===== config.mk =====
export PLATFORM = sky130hd
export DESIGN_NAME = two_step_adc_output_pipeline
export DESIGN_NICKNAME = d
export VERILOG_FILES = /design/src/rtl/coarse_stage.v /design/src/rtl/fine_group.v /design/src/rtl/two_step_adc_output_pipeline.v
export VERILOG_INCLUDE_DIRS = /design/src /design/src/rtl
export SDC_FILE = /design/constraint.sdc
export NUM_CORES = 1
export LEC_CHECK = 0
export BUFFER_PORTS_ARGS = -buffer_cell sky130_fd_sc_hd__buf_4
export CORE_UTILIZATION = 60
export DETAILED_ROUTE_END_ITERATION = 8
export GPL_TIMING_DRIVEN = 0
export PLACE_DENSITY_LB_ADDON = 0.12
export SYNTH_ARGS = -nofsm -noshare
export SYNTH_HDL_FRONTEND = slang
export SYNTH_HIERARCHICAL = 1
export SYNTH_SLANG_ARGS = --single-unit

===== constraint.sdc =====
create_clock -name i_clk_sys -period 4.5 [get_ports i_clk_sys]
set_clock_uncertainty 0.2 [all_clocks]
set_input_delay 0.225 -clock i_clk_sys [delete_from_list [all_inputs] [get_ports i_clk_sys]]
set_output_delay 0.225 -clock i_clk_sys [all_outputs]
set_load 0.05 [all_outputs]

===== src/rtl/two_step_adc_consts.vh =====
// Constants for the two-step converter output pipeline
`ifndef TWO_STEP_ADC_CONSTS_VH
`define TWO_STEP_ADC_CONSTS_VH

// ****************************************
// Widths
// ****************************************
`define ADC_CODE_W 8
`define ADC_PART_W 4
`define ADC_FRAC_W 4
`define ADC_LEVEL_W 12
`define ADC_COMP_N 15

// ****************************************
// Codes and reset values
// ****************************************
`define ADC_CODE_ZERO 8'h00
`define ADC_CODE_FULL 8'hff
`define ADC_PART_ZERO 4'h0
`define ADC_LEVEL_ZERO 12'h000

// ****************************************
// Timing in clock edges
// ****************************************
`define ADC_RISE_TO_OUT 3
`define ADC_VALID_W 3

`endif


===== src/rtl/coarse_stage.v =====
// Upper comparator group: resolves the upper 4-bit partial result
`timescale 1ns/10ps
`include "two_step_adc_consts.vh"

module coarse_stage #(
  parameter PART_W = `ADC_PART_W,
  parameter FRAC_W = `ADC_FRAC_W,
  parameter LEVEL_W = `ADC_LEVEL_W
) (
  input wire i_clk_sys,
  input wire i_rst_b,
  input wire [LEVEL_W-1:0] i_held_level,
  output reg [PART_W-1:0] o_upper_partial_result_r
);

  localparam COMP_N = (1 << PART_W) - 1;

  // ****************************************
  // Comparator bank against fixed taps
  // ****************************************
  wire [COMP_N-1:0] therm;
  genvar j;
  generate
    for (j = 1; j <= COMP_N; j = j + 1) begin : g_cmp
      localparam integer TAP_I = j << (PART_W + FRAC_W);
      localparam [LEVEL_W-1:0] TAP = TAP_I[LEVEL_W-1:0];
      assign therm[j-1] = (i_held_level >= TAP);
    end
  endgenerate

  // ****************************************
  // Thermometer to binary
  // ****************************************
  reg [PART_W-1:0] upper_nxt;
  integer k;
  always @* begin
    upper_nxt = {PART_W{1'b0}};
    for (k = 0; k < COMP_N; k = k + 1) begin
      if (therm[k]) begin
        upper_nxt = k[PART_W-1:0] + 1'b1;
      end
    end
  end

  // Resolve on the first rising edge after sampling
  always @(posedge i_clk_sys or negedge i_rst_b) begin
    if (!i_rst_b) begin
      o_upper_partial_result_r <= {PART_W{1'b0}};
    end else begin
      o_upper_partial_result_r <= upper_nxt;
    end
  end

endmodule


===== src/rtl/fine_group.v =====
// One lower comparator group: holds a sample, resolves lower 4 bits
`timescale 1ns/10ps
`include "two_step_adc_consts.vh"

module fine_group #(
  parameter PART_W = `ADC_PART_W,
  parameter FRAC_W = `ADC_FRAC_W,
  parameter LEVEL_W = `ADC_LEVEL_W
) (
  input wire i_clk_sys,
  input wire i_rst_b,
  input wire i_take,
  input wire [LEVEL_W-1:0] i_level,
  input wire i_resolve,
  input wire [PART_W-1:0] i_fine_window_reference,
  output reg [PART_W-1:0] o_lower_partial_result_r
);

  localparam COMP_N = (1 << PART_W) - 1;

  // ****************************************
  // Own sample hold, falling edge
  // ****************************************
  reg [LEVEL_W-1:0] held_r;
  always @(negedge i_clk_sys or negedge i_rst_b) begin
    if (!i_rst_b) begin
      held_r <= {LEVEL_W{1'b0}};
    end else if (i_take) begin
      held_r <= i_level;
    end
  end

  // ****************************************
  // Residue inside the selected window
  // ****************************************
  wire [LEVEL_W-1:0] window_base;
  wire [LEVEL_W-1:0] residue;
  assign window_base = {i_fine_window_reference, {(LEVEL_W-PART_W){1'b0}}};
  assign residue = held_r - window_base;

  wire [COMP_N-1:0] therm;
  genvar j;
  generate
    for (j = 1; j <= COMP_N; j = j + 1) begin : g_cmp
      localparam integer TAP_I = j << FRAC_W;
      localparam [LEVEL_W-1:0] TAP = TAP_I[LEVEL_W-1:0];
      assign therm[j-1] = (residue >= TAP);
    end
  endgenerate

  reg [PART_W-1:0] lower_nxt;
  integer k;
  always @* begin
    lower_nxt = {PART_W{1'b0}};
    for (k = 0; k < COMP_N; k = k + 1) begin
      if (therm[k]) begin
        lower_nxt = k[PART_W-1:0] + 1'b1;
      end
    end
  end

  // Resolve on the second rising edge after sampling
  always @(posedge i_clk_sys or negedge i_rst_b) begin
    if (!i_rst_b) begin
      o_lower_partial_result_r <= {PART_W{1'b0}};
    end else if (i_resolve) begin
      o_lower_partial_result_r <= lower_nxt;
    end
  end

endmodule


===== src/rtl/two_step_adc_output_pipeline.v =====
// Top of the two-step converter digital pipeline
// Operation
// - Coarse 4-bit upper group plus two separate 4-bit lower groups.
// - All comparator phases run from the one external clock only.
// - A new sample enters the coarse stage on every falling edge.
// - The assigned lower group captures the same sample on that edge.
// - Upper result resolves next rising edge and selects fine window.
// - Assigned lower group resolves on the second rising edge.
// - Merged code reaches the output bus at the third rising edge.
// - Code appears 2.5 cycles after its sampling edge.
// - Lower groups alternate strictly on successive samples.
// - After latency, one new word per cycle, in sample order.
// - Straight binary, MSB on top line, bottom 0, top 255.
// - Every code 0 to 255 is reachable; no missing codes.
`timescale 1ns/10ps
`include "two_step_adc_consts.vh"

module two_step_adc_output_pipeline #(
  parameter CODE_W = `ADC_CODE_W,
  parameter PART_W = `ADC_PART_W,
  parameter FRAC_W = `ADC_FRAC_W,
  parameter LEVEL_W = `ADC_LEVEL_W
) (
  input wire i_clk_sys,
  input wire i_rst_b,
  input wire [LEVEL_W-1:0] i_analog_level,
  input wire i_output_drive_b,
  output reg [CODE_W-1:0] o_sample_code_bits,
  output reg o_sample_code_bits_oe,
  output reg o_code_valid
);

  // ****************************************
  // Falling edge: sample and group choice
  // ****************************************
  reg [LEVEL_W-1:0] coarse_hold_r;
  reg group_sel_r;
  reg taken_grp_r;
  reg sampled_r;
  always @(negedge i_clk_sys or negedge i_rst_b) begin
    if (!i_rst_b) begin
      coarse_hold_r <= `ADC_LEVEL_ZERO;
      group_sel_r <= 1'b0;
      taken_grp_r <= 1'b0;
      sampled_r <= 1'b0;
    end else begin
      coarse_hold_r <= i_analog_level;
      taken_grp_r <= group_sel_r;
      group_sel_r <= ~group_sel_r;
      sampled_r <= 1'b1;
    end
  end

  // ****************************************
  // Coarse stage
  // ****************************************
  wire [PART_W-1:0] upper_partial_result;
  coarse_stage #(
    .PART_W(PART_W),
    .FRAC_W(FRAC_W),
    .LEVEL_W(LEVEL_W)
  ) u_coarse (
    .i_clk_sys(i_clk_sys),
    .i_rst_b(i_rst_b),
    .i_held_level(coarse_hold_r),
    .o_upper_partial_result_r(upper_partial_result)
  );

  // ****************************************
  // Rising edge 1 and 2 bookkeeping
  // ****************************************
  reg grp1_r;
  reg grp2_r;
  reg [PART_W-1:0] upper2_r;
  reg [`ADC_VALID_W-2:0] valid_pipe_r;
  always @(posedge i_clk_sys or negedge i_rst_b) begin
    if (!i_rst_b) begin
      grp1_r <= 1'b0;
      grp2_r <= 1'b0;
      upper2_r <= `ADC_PART_ZERO;
      valid_pipe_r <= {(`ADC_VALID_W-1){1'b0}};
    end else begin
      grp1_r <= taken_grp_r;
      grp2_r <= grp1_r;
      upper2_r <= upper_partial_result;
      valid_pipe_r <= {valid_pipe_r[`ADC_VALID_W-3:0], sampled_r};
    end
  end

  // ****************************************
  // Two alternating lower groups
  // ****************************************
  wire [PART_W-1:0] lower_partial_result [0:1];
  genvar g;
  generate
    for (g = 0; g < 2; g = g + 1) begin : g_fine
      fine_group #(
        .PART_W(PART_W),
        .FRAC_W(FRAC_W),
        .LEVEL_W(LEVEL_W)
      ) u_fine (
        .i_clk_sys(i_clk_sys),
        .i_rst_b(i_rst_b),
        .i_take(group_sel_r == g),
        .i_level(i_analog_level),
        .i_resolve(grp1_r == g),
        .i_fine_window_reference(upper_partial_result),
        .o_lower_partial_result_r(lower_partial_result[g])
      );
    end
  endgenerate

  // ****************************************
  // Output drive control sync
  // ****************************************
  reg drive_b_meta_r;
  reg drive_b_sync_r;
  always @(posedge i_clk_sys or negedge i_rst_b) begin
    if (!i_rst_b) begin
      drive_b_meta_r <= 1'b1;
      drive_b_sync_r <= 1'b1;
    end else begin
      drive_b_meta_r <= i_output_drive_b;
      drive_b_sync_r <= drive_b_meta_r;
    end
  end

  // ****************************************
  // Rising edge 3: merge and present
  // ****************************************
  wire [CODE_W-1:0] merged_nxt;
  assign merged_nxt = {upper2_r, lower_partial_result[grp2_r]};

  always @(posedge i_clk_sys or negedge i_rst_b) begin
    if (!i_rst_b) begin
      o_sample_code_bits <= `ADC_CODE_ZERO;
      o_sample_code_bits_oe <= 1'b0;
      o_code_valid <= 1'b0;
    end else begin
      o_sample_code_bits <= merged_nxt;
      o_sample_code_bits_oe <= ~drive_b_sync_r;
      o_code_valid <= valid_pipe_r[`ADC_VALID_W-2];
    end
  end

endmodule


## After elaboration in Yosys (flattened, before gate mapping)

Cells that the tools add are included.

| word-level totals | value |
|---|---|
| register bits | 71 |
| bits in latches | 0 |
| bits in writable memories | 0 |
| ROM bits | 0 |
| bits of input ports | 15 |
| output and inout port bits | 10 |
| logic and storage cells | 117 |
| memories | 0 |

| cells by class | value |
|---|---|
| add/subtract/negate cells | 2 |
| $mul | 0 |
| divide/modulo/power cells | 0 |
| magnitude comparators | 46 |
| equality and inequality tests | 0 |
| shift operators | 0 |
| mux-type cells | 48 |
| bitwise gates (word level) | 3 |
| reductions and logical operators | 0 |

Operators by type and width:

| cell | number |
|---|---|
| greater-or-equal comparator 12 x 8 -> 1 bit (second input constant) | 16 |
| 2-to-1 mux 4 bit | 45 |
| greater-or-equal comparator 12 bit (second input constant) | 8 |
| greater-or-equal comparator 12 x 7 -> 1 bit (second input constant) | 8 |
| greater-or-equal comparator 12 x 11 -> 1 bit (second input constant) | 4 |
| greater-or-equal comparator 12 x 6 -> 1 bit (second input constant) | 4 |
| greater-or-equal comparator 12 x 10 -> 1 bit (second input constant) | 2 |
| greater-or-equal comparator 12 x 5 -> 1 bit (second input constant) | 2 |
| subtractor 12 bit | 2 |
| greater-or-equal comparator 12 x 9 -> 1 bit (second input constant) | 1 |
| 2-to-1 mux 1 bit | 3 |
| greater-or-equal comparator 2 bit (second input constant) | 1 |
| inverter 1 bit | 2 |
| inverter 1 -> 2 bit | 1 |

## Depth between registers and ports, before layout

Gate-level depths: netlist (run 1).

| logic depth | value |
|---|---|
| depth after elaboration | 17 |
| mapped depth | 7 |
| mapped depth without buffers | 7 |

## Modules after synthesis

Netlist (run 1), hierarchy kept.

By module, submodules not included:

| module | times used | cells each | area an instance (sq um) | sequential area each (sq um) |
|---|---|---|---|---|
| fine_group | 2 | 49 | 584.3 | 300.3 |
| two_step_adc_output_pipeline | 1 | 43 | 938.4 | 878.3 |
| coarse_stage | 1 | 8 | 115.1 | 100.1 |

==> run metrics, run 1 <==
Mapped Area=0.00202 mm2; Total Wirelength=around 3200 um; Worst Path Buf+Inv=2; crit-path cells=inv_1 -> ha_1 -> inv_1 -> fa_1 -> nor4_1 -> a31oi_1; Max clock buf depth=2; initial antenna violation count=0; Top Ports=25; max incr delay on CP=470 ps; total track usage=0.213; vias in the first global route=1154; Area growth syn-to-layout=15.2%; routed len/inst=15.0 um; PortBufs=20; final hold viol count=0; status=finished clean; placeable core region=0.00313 mm2; Max Cap Viol=0; Mapped Nets=164; Sw Share=0.240; final design utilization=0.744; sequential share of power=0.601; final setup fails=0; diode count=0; Mapped Cells=141; Pleak=1.05 nW; die area=0.00361 mm2; RSZ-0062 raised after global routing=no; CTS Root Cell=clkbuf_4; CTS H-tree lvls=2; Hold/Removal Path Class=reg2reg; Initial DRT Pass Iterations=5; share of cells above drive strength 1=0.304; Final HPWL DP=approximately 2300 um; Least-Margin Pin Slew=~640 ps; Mean Syn Cell Area=14.3 um2; clock power share=0.296; die width=60.1 um; Die H=60.1 um; Rel. slew slack=0.573; PD cells=380 mW/mm2; Int Pwr=672 uW; TritonCTS buffer count=5; Yosys warning count=6; row count=20; Fin Setup TNS=0 ps; WP data required=approximately 4600 ps; CP Launch Type=flop; Final #Nets=~190; CTS resizes=0; Max VDD drop=0.000263 V; largest net degree at the start of global routing=56; CP arrival=around 4300 ps; Comb pwr share=0.103; total grt overflow=0; Slowest-stage cell, CP=fa_1; Critical Path End Type=flop; vias after detailed routing=1150; kind of cell adding the most delay to the critical path=adder cells; gp weighted congestion=0.742; worst-path maximum fanout=4; first-pass GRT wire length=5210 um; DRC=0; CTS tree=built; Via density=between 5 and 6; WS Path Type=reg2reg; post-route ant nets=0; final count of pins violating max slew=0; Initial DRC Count=34; Starting Density=0.646; Most Frequent Cell on Critical Path=inv_1; CTS Sinks=between 50 and 60; Psw=around 210 uW; Worst-Skew Late Latency=380 ps; PnR Total Power=884 uW; clk slew on worst S/H paths=140 ps
-- flip-flops by register name (all words and copies together) (netlist names) --
| name | cells |
|---|---|
| g_fine.u_fine/held_r | 16 |
| valid_pipe_r | 2 |
| grp2_r | 1 |
| sampled_r | 1 |
| grp1_r | 1 |
| coarse_hold_r | 4 |
| group_sel_r | 1 |
| u_coarse/o_upper_partial_result_r | 4 |
| g_fine.u_fine/o_lower_partial_result_r | 8 |
| o_sample_code_bits | 8 |
| taken_grp_r | 1 |
| o_code_valid | 1 |
| drive_b_sync_r | 1 |
| o_sample_code_bits_oe | 1 |
| drive_b_meta_r | 1 |
| upper2_r | 4 |
-- metrics by stage --
| stage | area (um2) | hold slack [ps] | cells | setup WS, ps |
|---|---|---|---|---|
| 2_1_floorplan | 2020 | -271 | 141 | 456 |
| 3_3_place_gp | 2230 | 82.5 | 205 | 365 |
| 3_5_place_dp | 2230 | 96.6 | 205 | 301 |
| 4_1_cts | 2330 | 166 | 215 | 309 |
| 5_1_grt | 2330 | 170 | 215 | 199 |
| 6_report | 2330 | 164 | 215 | 268 |
-- layout make-up --
class | count | area (um2)
repair buffers | 22 | 170
plain buffers | 6 | 25.0
well taps | 44 | 55.1
fillers | 220 | 800
clock inverters | 3 | 43.8
multi-input cells | 69 | 577
clock buffers | 5 | 37.5
inverters | 11 | 41.3
flip-flops and latches | 55 | 1380
-- what timing repair did --
action                    4_1_cts  5_1_grt
hold endpoints to repair       31        0
hold buffers                    2        0
buffers inserted                0        0
-- worst paths after layout --
check | cells past startpoint | startpoint | endpoint | slack (ps)
setup / recovery | 6 | g_fine[1].u_fine/held_r[8] | g_fine[1].u_fine/o_lower_partial_result_r[1] | 270
setup reg to reg | 6 | g_fine[1].u_fine/held_r[8] | g_fine[1].u_fine/o_lower_partial_result_r[1] | 270
hold reg to reg | 0 | upper2_r[0] | o_sample_code_bits[4] | 160
min in group asynchronous | 2 | i_rst_b | o_sample_code_bits[7] | 190
max in group asynchronous | 2 | i_rst_b | g_fine[0].u_fine/held_r[10] | 1280
hold / removal | 0 | upper2_r[0] | o_sample_code_bits[4] | 160
-- layout by cell type, fill, tap and decap left out, types with 5 or more instances in the layout --
cell type	n
dfrtp_1	30
dfrtn_1	23
buf_4	20
mux2_2	18
inv_1	11
nor4_1	8
nor2_1	8
a31oi_1	8
ha_1	6
clkbuf_4	5
-- layer usage --
layer | part of all wire | global-route usage | routed length, um | vias to the layer above
met1 | 0.44 | 0.254 | 1410 | 581
met2 | 0.50 | 0.352 | 1630 | 29
met5 | 0 | 0 | 0 | -
li1 | - | - | - | 535
met4 | 0.016 | 0.0698 | 53 | 0
met3 | 0.044 | 0.0844 | 142 | 5
-- power by group through the flow --
stage                     Combinational, mW  Sequential, mW  Clock, mW
after floorplan                      0.0399           0.552          0
after global placement               0.0849           0.539          0
after detailed placement             0.0890           0.540          0
after CTS                            0.0917           0.531      0.269
after global routing                 0.0999           0.534      0.287
final                                0.0912           0.531      0.262
(Power assumes the default switching activity.)
==> run 2, diff against run 1 <==
Settings changed: CORE_UTILIZATION 60 to 50.
==> run 2 against run 1 <==
Sequential share of layout area decreased by 0.78 points. Largest cell class unchanged. Core utilization decreased by 12 points. Non-clock buffer count unchanged. Clock-buffer cell count unchanged. Flip-flop and latch count unchanged. Highest routed layer unchanged. Power increased by 4.5%. Critical path depth unchanged. Largest power group unchanged. Clock power increased by 16%. Sequential power about the same. Setup slack improved by 33 ps. Critical path type unchanged. Via count decreased by 5.3%.
==> run metrics, run 2 (same netlist as run 1, synthesis figures left out) <==
status=finished clean; gp weighted congestion=0.708 (-4.6%); FF-to-FF setup slack=300 ps (+30 ps); Worst Path Buf+Inv=2 (unchanged); die width=65.6 um (+9.2%); CTS tree=built; CP arrival=4160 ps (-130 ps); Post-Layout Inst Area=0.00236 mm2 (+1.3%); Reg2Reg Depth=6 (unchanged); PortBufs=20 (unchanged); Most flops, register=g_fine.u_fine/held_r; max incr delay on CP=460 ps (about the same); RR Startpoint=g_fine[1].u_fine/held_r[8]; Sequential Area=0.00138 mm2 (unchanged); Pleak=1.06 nW (+0.99%); kind of cell adding the most delay to the critical path=adder cells; post-route ant nets=0 (unchanged); fillers=297 (+35%); largest registers=g_fine.u_fine/held_r x16, g_fine.u_fine/o_lower_partial_result_r x8, o_sample_code_bits x8; CP Launch Type=flop; Largest register FFs=16 (unchanged); placed cell area=0.00223 mm2 (+0.22%); routed len/inst=13.7 um (-8.6%); final hold viol count=0 (unchanged); Initial DRT Pass Iterations=4 (-1); Slowest-stage cell, CP=fa_1; Top Ports=25 (unchanged); total track usage=0.166 (-0.0471); CTS H-tree lvls=2 (unchanged); diode count=0 (unchanged); commonest cells after routing, fill and taps aside=dfrtp_1 (30), dfrtn_1 (23), buf_4 (20); Die H=65.6 um (+9.2%); Final HPWL DP=2200 um (-3.4%); die area=0.00430 mm2 (+19%); DRC=0 (unchanged); final design utilization=0.626 (-0.119); Most Frequent Cell on Critical Path=inv_1; initial antenna violation count=0 (unchanged); Area growth syn-to-layout=16.7%; Worst path depth=6 (unchanged); commonest non-fill, non-tap cell in the layout=dfrtp_1; vias after detailed routing=1089 (-5.3%); largest net degree at the start of global routing=56 (unchanged); hold slack=153 ps (-10.8 ps); Least-Margin Pin Slew=649 ps (+8.18 ps); final count of pins violating max slew=0 (unchanged); DP Worst Slack=313 ps (+12.4 ps); Max Cap Viol=0 (unchanged); Worst-Skew Late Latency=300 ps (-80 ps); Final #Nets=193 (unchanged); TritonCTS buffer count=5 (unchanged); worst-path maximum fanout=4 (unchanged); share of cells above drive strength 1=0.298 (-0.00585); vias in the first global route=1136 (-1.6%); Max VDD drop=0.000197 V (-25%); placeable core region=0.00377 mm2 (+21%); crit-path cells=inv_1 -> ha_1 -> inv_1 -> fa_1 -> nor4_1 -> a31oi_1; area of the multi-input gates=577 um2 (unchanged); Critical Path End Type=flop; CTS Root Cell=clkbuf_8; Hold Path Origin=upper2_r[1]; setup slack after layout=301 ps (+33.0 ps); r2r endpoint=g_fine[1].u_fine/o_lower_partial_result_r[2]; Fin Setup TNS=0 ps (unchanged); CTS Sinks=55 (unchanged); clk slew on worst S/H paths=90 ps (-50 ps); Hold Path Cell Cnt=0 (unchanged); Max clock buf depth=2 (unchanged); PD cells=391 mW/mm2 (+3.1%); Initial DRC Count=47 (+38%); Hold/Removal Path Class=reg2reg; row count=22 (+10%); final setup fails=0 (unchanged); Via density=4.97 (-7.0%); Starting Density=0.536 (-0.110); first-pass GRT wire length=5160 um (-0.92%); Hold Path Sink=o_sample_code_bits[5]; WS Path Type=reg2reg; WP data required=4460 ps (-100 ps); total grt overflow=0 (unchanged); Rel. slew slack=0.567 (-0.00545); RSZ-0062 raised after global routing=no; Total Wirelength=3000 um (-6.9%)
[run 2: how the worst max path moves through the flow]
stage | to | slack [ps] | start
finish | g_fine[1].u_fine/o_lower_partial_result_r[2] | 300 | g_fine[1].u_fine/held_r[8]
global route | g_fine[1].u_fine/o_lower_partial_result_r[0] | 150 | g_fine[1].u_fine/held_r[8]
CTS | g_fine[1].u_fine/o_lower_partial_result_r[0] | 310 | g_fine[1].u_fine/held_r[8]
detailed placement | g_fine[1].u_fine/o_lower_partial_result_r[0] | 310 | g_fine[1].u_fine/held_r[8]
global placement | g_fine[1].u_fine/o_lower_partial_result_r[3] | 360 | g_fine[1].u_fine/held_r[8]
floorplan | g_fine[0].u_fine/o_lower_partial_result_r[0] | 460 | g_fine[0].u_fine/held_r[8]
[run 2: cell type report]
| class | count | area share |
|---|---|---|
| multi-input combinational | 69 | 0.244 |
| timing repair buffer | 22 | 0.0721 |
| tap | 48 | 0.0255 |
| clock buffer | 5 | 0.0292 |
| buffer | 6 | 0.0106 |
| inverter | 11 | 0.0175 |
| sequential | 55 | 0.584 |
| clock inverter | 3 | 0.0164 |
[run 2: per-layer routing]
layer | part of all wire | global-route usage | up-vias | routed length (um)
li1 | - | - | 536 | -
met5 | 0 | 0 | - | 0
met1 | 0.46 | 0.203 | 530 | 1380
met2 | 0.49 | 0.280 | 19 | 1480
met3 | 0.038 | 0.0417 | 4 | 114
met4 | 0.011 | 0.0652 | 0 | 32
[run 2: repair_timing]
item                       in CTS  in global routing
buffers inserted                0                  0
gates resized for setup         0                  0
hold endpoints to repair       31                  0
hold buffers                    2                  0
setup endpoints to repair       0                  0
[run 2: stage by stage]
| step | power, mW | instances |
|---|---|---|
| 6_report | 0.923 | 219 |
| 5_1_grt | 0.961 | 219 |
| 4_1_cts | 0.935 | 219 |
| 3_5_place_dp | 0.629 | 209 |
| 3_3_place_gp | 0.625 | 209 |
| 2_1_floorplan | 0.592 | 141 |
[run 2: power breakdown]
part           leakage, nW  switching [mW]  internal (mW)
Sequential           0.608          0.0114          0.519
Combinational        0.393          0.0536         0.0349
Clock               0.0556           0.142          0.163
Total                 1.06           0.207          0.717
